<file path="src/hw/rtccs_pkg.sv">
// Purpose: Shared constants of the clock control/status register block.
// Assumes: 100 MHz clk, 32.768 kHz oscillator square wave on a pin.
// Notes:   Register byte address is four times the register index.
package rtccs_pkg;

    // ------------------------------------------------------------------
    // Register map
    // ------------------------------------------------------------------
    localparam int         ADDR_W         = 12;
    localparam logic [9:0] IDX_RATE_OSC   = 10'h00A;
    localparam logic [9:0] IDX_INT_FMT    = 10'h00B;
    localparam logic [9:0] IDX_EVENT      = 10'h00C;
    localparam logic [9:0] IDX_BACKUP     = 10'h00D;

    // ------------------------------------------------------------------
    // Field positions
    // ------------------------------------------------------------------
    localparam int BUSY_POS      = 7;
    localparam int FMT_INHIBIT   = 7;
    localparam int FMT_PER_EN    = 6;
    localparam int FMT_ALM_EN    = 5;
    localparam int FMT_UPD_EN    = 4;
    localparam int FMT_WAVE_EN   = 3;
    localparam int FMT_DATA      = 2;
    localparam int FMT_HOUR      = 1;
    localparam int FMT_DST       = 0;
    localparam int FLG_IRQ       = 3;
    localparam int FLG_PER       = 2;
    localparam int FLG_ALM       = 1;
    localparam int FLG_UPD       = 0;
    localparam int BKP_VALID_POS = 7;

    // ------------------------------------------------------------------
    // Reset values
    // ------------------------------------------------------------------
    localparam logic [6:0] RATE_POWER_ON   = 7'h00;
    localparam logic [7:0] FMT_POWER_ON    = 8'h00;
    localparam logic [7:0] FMT_RESET_CLEAR = 8'h78;
    localparam logic [3:0] FLAGS_RESET     = 4'h0;

    // ------------------------------------------------------------------
    // Oscillator, divider and rate select
    // ------------------------------------------------------------------
    localparam logic [2:0]  OSC_RUN        = 3'h2;
    localparam logic [1:0]  OSC_HOLD_TOP   = 2'h3;
    localparam int          DIV_W          = 15;
    localparam logic [14:0] DIV_MAX        = 15'h7FFF;
    localparam logic [14:0] DIV_HALF       = 15'h4000;
    localparam logic [14:0] BUSY_SET_POINT = 15'h7FF8;
    localparam logic [14:0] UPD_END_POINT  = 15'h0040;
    localparam logic [3:0]  RATE_NONE      = 4'h0;
    localparam logic [3:0]  RATE_LOW_LAST  = 4'h2;
    localparam logic [3:0]  RATE_LOW_OFS   = 4'h5;
    localparam logic [3:0]  RATE_HIGH_OFS  = 4'h2;
    localparam logic [1:0]  ALARM_ANY      = 2'h3;

    // ------------------------------------------------------------------
    // Write-protect hold after power returns
    // ------------------------------------------------------------------
    localparam int WP_HOLD_US = 200;
    localparam int CLK_MHZ    = 100;
    localparam int WP_CNT_W   = 20;

endpackage

</file>
<file path="src/hw/rtccs_regs.sv">
// Purpose: Control/status registers, divider, flags and irq of the clock.
// Assumes: APB master on clk; time and alarm bytes come from same-clock
//          timekeeping logic; pins are synchronised here.
// Notes:   reset_n is the power-on reset; bus_reset_n is the device
//          reset pin that clears only the enables.

module rtccs_regs #(
    parameter int unsigned WP_HOLD_CYCLES =
        rtccs_pkg::WP_HOLD_US * rtccs_pkg::CLK_MHZ
) (
    input  wire logic                        clk,
    input  wire logic                        reset_n,
    input  wire logic                        bus_reset_n,
    input  wire logic                        psel,
    input  wire logic                        penable,
    input  wire logic                        pwrite,
    input  wire logic [rtccs_pkg::ADDR_W-1:0] paddr,
    input  wire logic [31:0]                 pwdata,
    input  wire logic [3:0]                  pstrb,
    output logic      [31:0]                 prdata,
    output logic                             pready,
    output logic                             pslverr,
    input  wire logic                        osc_in,
    input  wire logic                        power_fail_level,
    input  wire logic                        backup_valid,
    input  wire logic [7:0]                  time_seconds,
    input  wire logic [7:0]                  time_minutes,
    input  wire logic [7:0]                  time_hours,
    input  wire logic [7:0]                  alarm_seconds,
    input  wire logic [7:0]                  alarm_minutes,
    input  wire logic [7:0]                  alarm_hours,
    output logic                             osc_enable,
    output logic                             divider_run,
    output logic                             update_strobe,
    output logic                             transfer_inhibit,
    output logic                             hour_format,
    output logic                             data_format,
    output logic                             daylight_saving_enable,
    output logic                             write_protect,
    output logic                             square_wave_out,
    output logic                             irq_out,
    output logic                             irq_oe_n
);
    import rtccs_pkg::*;

    // ------------------------------------------------------------------
    // State
    // ------------------------------------------------------------------
    typedef struct packed {
        logic [1:0]          osc_sync;
        logic [1:0]          pwr_sync;
        logic [1:0]          bv_sync;
        logic [1:0]          brst_sync;
        logic                osc_prev;
        logic [6:0]          rate_osc;
        logic [7:0]          int_fmt;
        logic [3:0]          flags;
        logic                busy;
        logic [DIV_W-1:0]    div;
        logic                tap_prev;
        logic [WP_CNT_W-1:0] wp_cnt;
        logic [7:0]          rdata;
        logic                upd_strobe;
        logic                wave;
    } rtccs_state_s;

    rtccs_state_s state_reg;
    rtccs_state_s state_next;

    logic [2:0]  osc_field;
    logic        div_run;
    logic        tick;
    logic [3:0]  rate;
    logic [3:0]  tap_idx;
    logic        tap;
    logic        per_evt;
    logic        upd_start;
    logic        upd_end;
    logic        busy_set;
    logic [2:0]  byte_hit;
    logic [7:0]  cur_byte [3];
    logic [7:0]  alm_byte [3];
    logic        alm_evt;
    logic        access;
    logic [9:0]  idx;
    logic        hit_rate;
    logic        hit_fmt;
    logic        hit_evt;
    logic        hit_bkp;
    logic        wr_ok;
    logic        rd_evt;
    logic [3:0]  clr;
    logic [2:0]  pend;
    logic [7:0]  rd_mux;

    // ------------------------------------------------------------------
    // Oscillator, divider taps and events
    // ------------------------------------------------------------------
    // oscillator field decode
    assign osc_field = state_reg.rate_osc[6:4];
    assign div_run   = osc_field == OSC_RUN;
    assign osc_enable = div_run | (osc_field[2:1] == OSC_HOLD_TOP);
    assign divider_run = div_run;
    // Edge of the synchronised oscillator, counted only while running
    assign tick = state_reg.osc_sync[1] & ~state_reg.osc_prev & div_run;
    // tap mux; codes 1 and 2 alias 256 and 128 Hz
    assign rate    = state_reg.rate_osc[3:0];
    assign tap_idx = (rate <= RATE_LOW_LAST) ? 4'(rate + RATE_LOW_OFS)
                                             : 4'(rate - RATE_HIGH_OFS);
    assign tap     = (rate != RATE_NONE) & state_reg.div[tap_idx];
    // one event per falling tap edge
    assign per_evt = state_reg.tap_prev & ~tap;
    // Update brackets around the 1 Hz rollover
    assign busy_set  = tick & (state_reg.div == BUSY_SET_POINT);
    assign upd_start = tick & (state_reg.div == DIV_MAX);
    assign upd_end   = tick & (state_reg.div == UPD_END_POINT);

    // ------------------------------------------------------------------
    // Alarm comparison
    // ------------------------------------------------------------------
    assign cur_byte[0] = time_seconds;
    assign cur_byte[1] = time_minutes;
    assign cur_byte[2] = time_hours;
    assign alm_byte[0] = alarm_seconds;
    assign alm_byte[1] = alarm_minutes;
    assign alm_byte[2] = alarm_hours;
    for (genvar i = 0; i < 3; i++) begin : g_alarm
        assign byte_hit[i] = (alm_byte[i][7:6] == ALARM_ANY) |
                             (alm_byte[i] == cur_byte[i]);
    end
    assign alm_evt = upd_end & (&byte_hit);

    // ------------------------------------------------------------------
    // APB decode
    // ------------------------------------------------------------------
    // no wait states, never blocked by an update
    assign access  = psel & penable;
    assign idx     = paddr[ADDR_W-1:2];
    assign hit_rate = (paddr[1:0] == 2'h0) & (idx == IDX_RATE_OSC);
    assign hit_fmt  = (paddr[1:0] == 2'h0) & (idx == IDX_INT_FMT);
    assign hit_evt  = (paddr[1:0] == 2'h0) & (idx == IDX_EVENT);
    assign hit_bkp  = (paddr[1:0] == 2'h0) & (idx == IDX_BACKUP);
    assign pready  = 1'b1;
    assign pslverr = access & ~(hit_rate | hit_fmt | hit_evt | hit_bkp);
    assign write_protect = state_reg.pwr_sync[1] | (state_reg.wp_cnt != '0);
    assign wr_ok  = access & pwrite & pstrb[0] & ~write_protect;
    assign rd_evt = access & ~pwrite & hit_evt;

    // Read data mux, sampled in the setup cycle
    always_comb begin
        rd_mux = 8'h00;
        if (hit_rate) begin
            rd_mux = {state_reg.busy, state_reg.rate_osc};
        end else if (hit_fmt) begin
            rd_mux = state_reg.int_fmt;
        end else if (hit_evt) begin
            rd_mux = {state_reg.flags, 4'h0};
        end else if (hit_bkp) begin
            rd_mux = {state_reg.bv_sync[1], 7'h00};
        end
    end

    // ------------------------------------------------------------------
    // Next-state logic
    // ------------------------------------------------------------------
    always_comb begin
        state_next           = state_reg;
        state_next.osc_sync  = {state_reg.osc_sync[0], osc_in};
        state_next.pwr_sync  = {state_reg.pwr_sync[0], power_fail_level};
        state_next.bv_sync   = {state_reg.bv_sync[0], backup_valid};
        state_next.brst_sync = {state_reg.brst_sync[0], bus_reset_n};
        state_next.osc_prev  = state_reg.osc_sync[1];
        state_next.tap_prev  = tap;
        // hold counter reloads while supply is low
        if (state_reg.pwr_sync[1]) begin
            state_next.wp_cnt = WP_CNT_W'(WP_HOLD_CYCLES);
        end else if (state_reg.wp_cnt != '0) begin
            state_next.wp_cnt = state_reg.wp_cnt - 1'b1;
        end
        if (wr_ok & hit_rate) begin
            state_next.rate_osc = pwdata[6:0];
        end
        // restart at half count so first rollover is 500 ms away
        if (!div_run) begin
            state_next.div = '0;
        end else if (tick) begin
            state_next.div = state_reg.div + 1'b1;
        end
        if (wr_ok & hit_rate & (pwdata[6:4] == OSC_RUN) & !div_run) begin
            state_next.div = DIV_HALF;
        end
        if (wr_ok & hit_fmt) begin
            state_next.int_fmt = pwdata[7:0];
        end
        if (!state_reg.brst_sync[1]) begin
            state_next.int_fmt = state_next.int_fmt & ~FMT_RESET_CLEAR;
        end
        if (state_next.int_fmt[FMT_INHIBIT]) begin
            state_next.int_fmt[FMT_UPD_EN] = 1'b0;
        end
        // busy set before rollover, cleared at update end
        if (busy_set) begin
            state_next.busy = 1'b1;
        end else if (upd_end) begin
            state_next.busy = 1'b0;
        end
        if (state_next.int_fmt[FMT_INHIBIT]) begin
            state_next.busy = 1'b0;
        end
        state_next.upd_strobe = upd_start & ~state_reg.int_fmt[FMT_INHIBIT];
        // clear only what the read reported
        clr = rd_evt ? state_reg.rdata[7:4] : 4'h0;
        state_next.flags[2:0] = (state_reg.flags[2:0] & ~clr[2:0]) |
                                {per_evt, alm_evt, upd_end};
        pend = state_next.flags[2:0] &
               {state_reg.int_fmt[FMT_PER_EN], state_reg.int_fmt[FMT_ALM_EN],
                state_reg.int_fmt[FMT_UPD_EN]};
        state_next.flags[FLG_IRQ] = (state_reg.flags[FLG_IRQ] & ~clr[3]) |
                                    (|pend);
        // Latch read data early so prdata comes from a flop
        if (psel & ~penable & ~pwrite) begin
            state_next.rdata = rd_mux;
        end
        state_next.wave = state_reg.int_fmt[FMT_WAVE_EN] & tap;
    end

    // power-on state has the oscillator stopped
    always_ff @(posedge clk or negedge reset_n) begin
        if (!reset_n) begin
            state_reg        <= '0;
            state_reg.rate_osc <= RATE_POWER_ON;
            state_reg.int_fmt  <= FMT_POWER_ON;
            state_reg.flags  <= FLAGS_RESET;
        end else begin
            state_reg <= state_next;
        end
    end

    // ------------------------------------------------------------------
    // Outputs
    // ------------------------------------------------------------------
    assign prdata          = {24'h000000, state_reg.rdata};
    assign update_strobe   = state_reg.upd_strobe;
    assign transfer_inhibit = state_reg.int_fmt[FMT_INHIBIT];
    assign hour_format     = state_reg.int_fmt[FMT_HOUR];
    assign data_format     = state_reg.int_fmt[FMT_DATA];
    assign daylight_saving_enable = state_reg.int_fmt[FMT_DST];
    assign square_wave_out = state_reg.wave;
    // open drain: pull low while a request is pending
    assign irq_out  = 1'b0;
    assign irq_oe_n = ~state_reg.flags[FLG_IRQ];
endmodule

</file>
<file path="config.mk">
export PLATFORM = sky130hd
export DESIGN_NAME = rtccs_regs
export DESIGN_NICKNAME = d
export VERILOG_FILES = /design/src/hw/rtccs_pkg.sv /design/src/hw/rtccs_regs.sv
export SDC_FILE = /design/constraint.sdc
export NUM_CORES = 1
export LEC_CHECK = 0
export ABC_AREA = 1
export BUFFER_PORTS_ARGS = -buffer_cell sky130_fd_sc_hd__buf_2
export CAP_MARGIN = 10
export CORE_MARGIN = 5
export CORE_UTILIZATION = 47
export CTS_CLUSTER_DIAMETER = 80
export DETAILED_ROUTE_END_ITERATION = 16
export PLACE_DENSITY = 0.74
export SYNTH_ARGS = -nofsm -noshare
export SYNTH_HDL_FRONTEND = slang
export SYNTH_SLANG_ARGS = --single-unit
</file>
<file path="constraint.sdc">
create_clock -name clk -period 1.68 [get_ports clk]
set_input_delay 0.084 -clock clk [delete_from_list [all_inputs] [get_ports clk]]
set_output_delay 0.084 -clock clk [all_outputs]
set_load 0.05 [all_outputs]
</file>
==> results.sh <==
export IMPL_finalWorstSetupSlack_ns=-0.232
export IMPL_grt_remaining_overflow=0
export IMPL_syn_area_per_cell_um2=7.59
export IMPL_largest_reg_flops=49
export IMPL_synthArstFlopShare_pct=100
export IMPL_ys_top_cells_by_count="nand2_1, inv_1, dfrtp_1, nor2_1, nand3_1"
export IMPL_dp_cells=921
export IMPL_ir_drop_mv=0.482
export IMPL_grt_pass1_vias=4877
export IMPL_crit_path_max_fanout=4
export IMPL_ios=150
export IMPL_final_instance_count_excl_fill=968
export IMPL_min_period_ns=1.91
export IMPL_path_class="reg -> reg"
export IMPL_wire_per_inst_um=15.9
export IMPL_first_iter_violations=448
export IMPL_finalSetupViolCount=40
export IMPL_synth_area_leaders="dfrtp_1, nand2_1, inv_1"
export IMPL_grt_pass1_wl_mm=22.7
export IMPL_slowest_delay_ns=0.40
export IMPL_end_kind="flop"
export IMPL_synth_most_common_cell="nand2_1"
export IMPL_synth_warnings=0
export IMPL_synth_top_area_cell="dfrtp_1"
export IMPL_p_leak_nw=3.40
export IMPL_yosysTopAreaCellShare_pct=39.0
export IMPL_initial_core_util_pct=47.5
export IMPL_ant_nets=0
export IMPL_firstDrtPassIters=6
export IMPL_dpl_hpwl_mm=9.88
export IMPL_skew_ns=0.0145
export IMPL_clk_path_buf_depth=2
export IMPL_hold_path_class="in -> reg"
export IMPL_grt_max_degree=36
export IMPL_synth_flop_cell="dfrtp_1"
export IMPL_die_area_um2=12400
export IMPL_antenna_found_initial=0
export IMPL_violations="negative setup slack"
export IMPL_status="complete, but fails checks"
export IMPL_rsz0062_at_grt="yes"
export IMPL_syn_inst=635
export IMPL_syn_to_final_growth_pct=45.1
export IMPL_die_width_um=111
export IMPL_track_usage_pct=22.0
export IMPL_cp_cell_sequence="or2_4 -> nor2_8 -> buf_6 -> nand4_4 -> nor2_4 -> nand2_1 -> nor2_1 -> nand3_1 -> a22oi_2"
export IMPL_core_area_um2=10100
export IMPL_cp_num_buf_inv=1
export IMPL_maxSlewHeadroom_pct=37.8
export IMPL_numPortBuffers=96
export IMPL_fillerInstances=706
export IMPL_synthesis_area_um2=4820
export IMPL_startpoint_type="flop"
export IMPL_fp_dieH_um=111
export IMPL_wl_mm=15.4
export IMPL_r2r_cells=9
export IMPL_antennaDiodeCount=0
export IMPL_clkSlewWorstSetupHoldPaths_ns=0.08
export IMPL_synth_edf_count=0
export IMPL_powerDensity_nw_per_um2=672
export IMPL_finalNetCount=941
export IMPL_gp_routability_congestion=0.954
export IMPL_ys_ff_latch=75
export IMPL_crit_slowest_cell="dfrtp_1"
export IMPL_clk_latency_ns=0.36
export IMPL_place_ws_ns=-0.179
export IMPL_maxCapViolCount=0
export IMPL_tritoncts="built"
export IMPL_holdPathStages=3
export IMPL_period_share_pct=114
export IMPL_required_ns=1.96
export IMPL_vias_per_cell=5.44
export IMPL_cts_num_sinks=75
export IMPL_cts_max_level=3
export IMPL_hold_viol_final=0
export IMPL_drc_errors=0
export IMPL_tightest_slew_ns=0.930
export IMPL_crit_arrival_ns=2.19
export IMPL_synthDistinctLibCells=46
export IMPL_numCtsBuffers=9
export IMPL_drv_slew=0
export IMPL_cp_top_family="simple AND/OR/NAND/NOR gates"
export IMPL_rows=37
export IMPL_drive_above_1_share_pct=41.1
export IMPL_crit_cells=9
export IMPL_ys_seq_area_share_pct=39.0
export IMPL_max_freq_mhz=523
export IMPL_root_buffer="clkbuf_8"
export IMPL_vias=5263
## path summary, 6_finish.rpt
path | startpoint | endpoint | slack (ns)
max | state_reg[16] | state_reg[45] | -0.23
min | pwdata[0] | daylight_saving_enable | 0.007
max reg2reg | state_reg[16] | state_reg[45] | -0.23
min reg2reg | state_next[72] | state_reg[72] | 0.35
max in group asynchronous | reset_n | state_reg[21] | 0.87
min in group asynchronous | reset_n | state_reg[26] | 0.22
## power by group
part	switching (mW)	internal, mW	leakage (nW)	total [mW]
Clock	0.694	1.11	0.133	1.80
Combinational	0.619	0.403	2.29	1.02
Sequential	0.0259	1.85	0.971	1.88
Total	1.34	3.36	3.40	4.70
## cell type report
| cell class | instances | area (um^2) | area share (%) |
|---|---|---|---|
| Multi-Input combinational cell | 456 | 3000 | 42.9 |
| Clock buffer | 12 | 165 | 2.36 |
| Tap cell | 136 | 170 | 2.43 |
| Sequential cell | 75 | 1880 | 26.9 |
| Clock inverter | 4 | 95.1 | 1.36 |
| Inverter | 91 | 347 | 4.96 |
| Timing Repair Buffer | 194 | 1330 | 19.1 |
## per-stage QoR
stage	hold WS [ns]	power [mW]	util (%)	area, um^2	TNS (ns)
4_1_cts	0.00929	4.57	64.4	6530	-2.52
3_5_place_dp	0.0840	2.72	57.6	5840	-2.29
3_3_place_gp	0.0723	2.69	57.6	5840	-1.04
2_1_floorplan	-0.212	2.42	-	4950	-0.109
5_1_grt	0.0236	4.88	68.9	6990	-7.67
6_report	0.00706	4.70	68.9	6990	-4.21
## timing repair
| item | in CTS | in global routing |
|---|---|---|
| hold buffers | 8 | 0 |
| endpoints found under the hold margin | 40 | 0 |
| gates resized for setup | 60 | 92 |
| buffers inserted | 9 | 14 |
| cloned | 1 | 0 |
| pin swaps | 26 | 32 |
| setup endpoints to repair | 34 | 52 |
## tightest hold or removal path, cell delays in order
cell     delay [ns]
buf_2          0.10
inv_1          0.08
o21ai_1        0.07
## kinds of logic after synthesis
family	share of synthesized area [%]
AO/OA/AOI/OAI	10.5
XOR/XNOR	4.18
adder cells (fa/ha/maj)	2.34
buffers and inverters	12.9
flip-flops	39.0
other	0.156
AND/OR/NAND/NOR	30.9
## metal layers
layer  share of wire, %  up-vias  global-route usage, %
met5                  0        -                      0
met4                3.2        0                   7.54
met3                8.4       67                   4.26
met2                 48      317                   36.5
met1                 40     2473                   28.7
li1                   -     2406                      -
## cell usage in the layout (no fill, tap or decap), types with 14 or more instances in the layout
master / count
xnor2_1: 18
nor2_1: 52
nand3_1: 28
dfrtp_1: 72
nand3_2: 20
nand2_2: 21
nand4_1: 14
conb_1: 26
buf_4: 76
nand2_1: 93
nor3_1: 17
a21oi_1: 18
o21ai_0: 21
buf_2: 93
buf_6: 14
inv_1: 78
No activity file was read; power rests on OpenSTA's default activity.
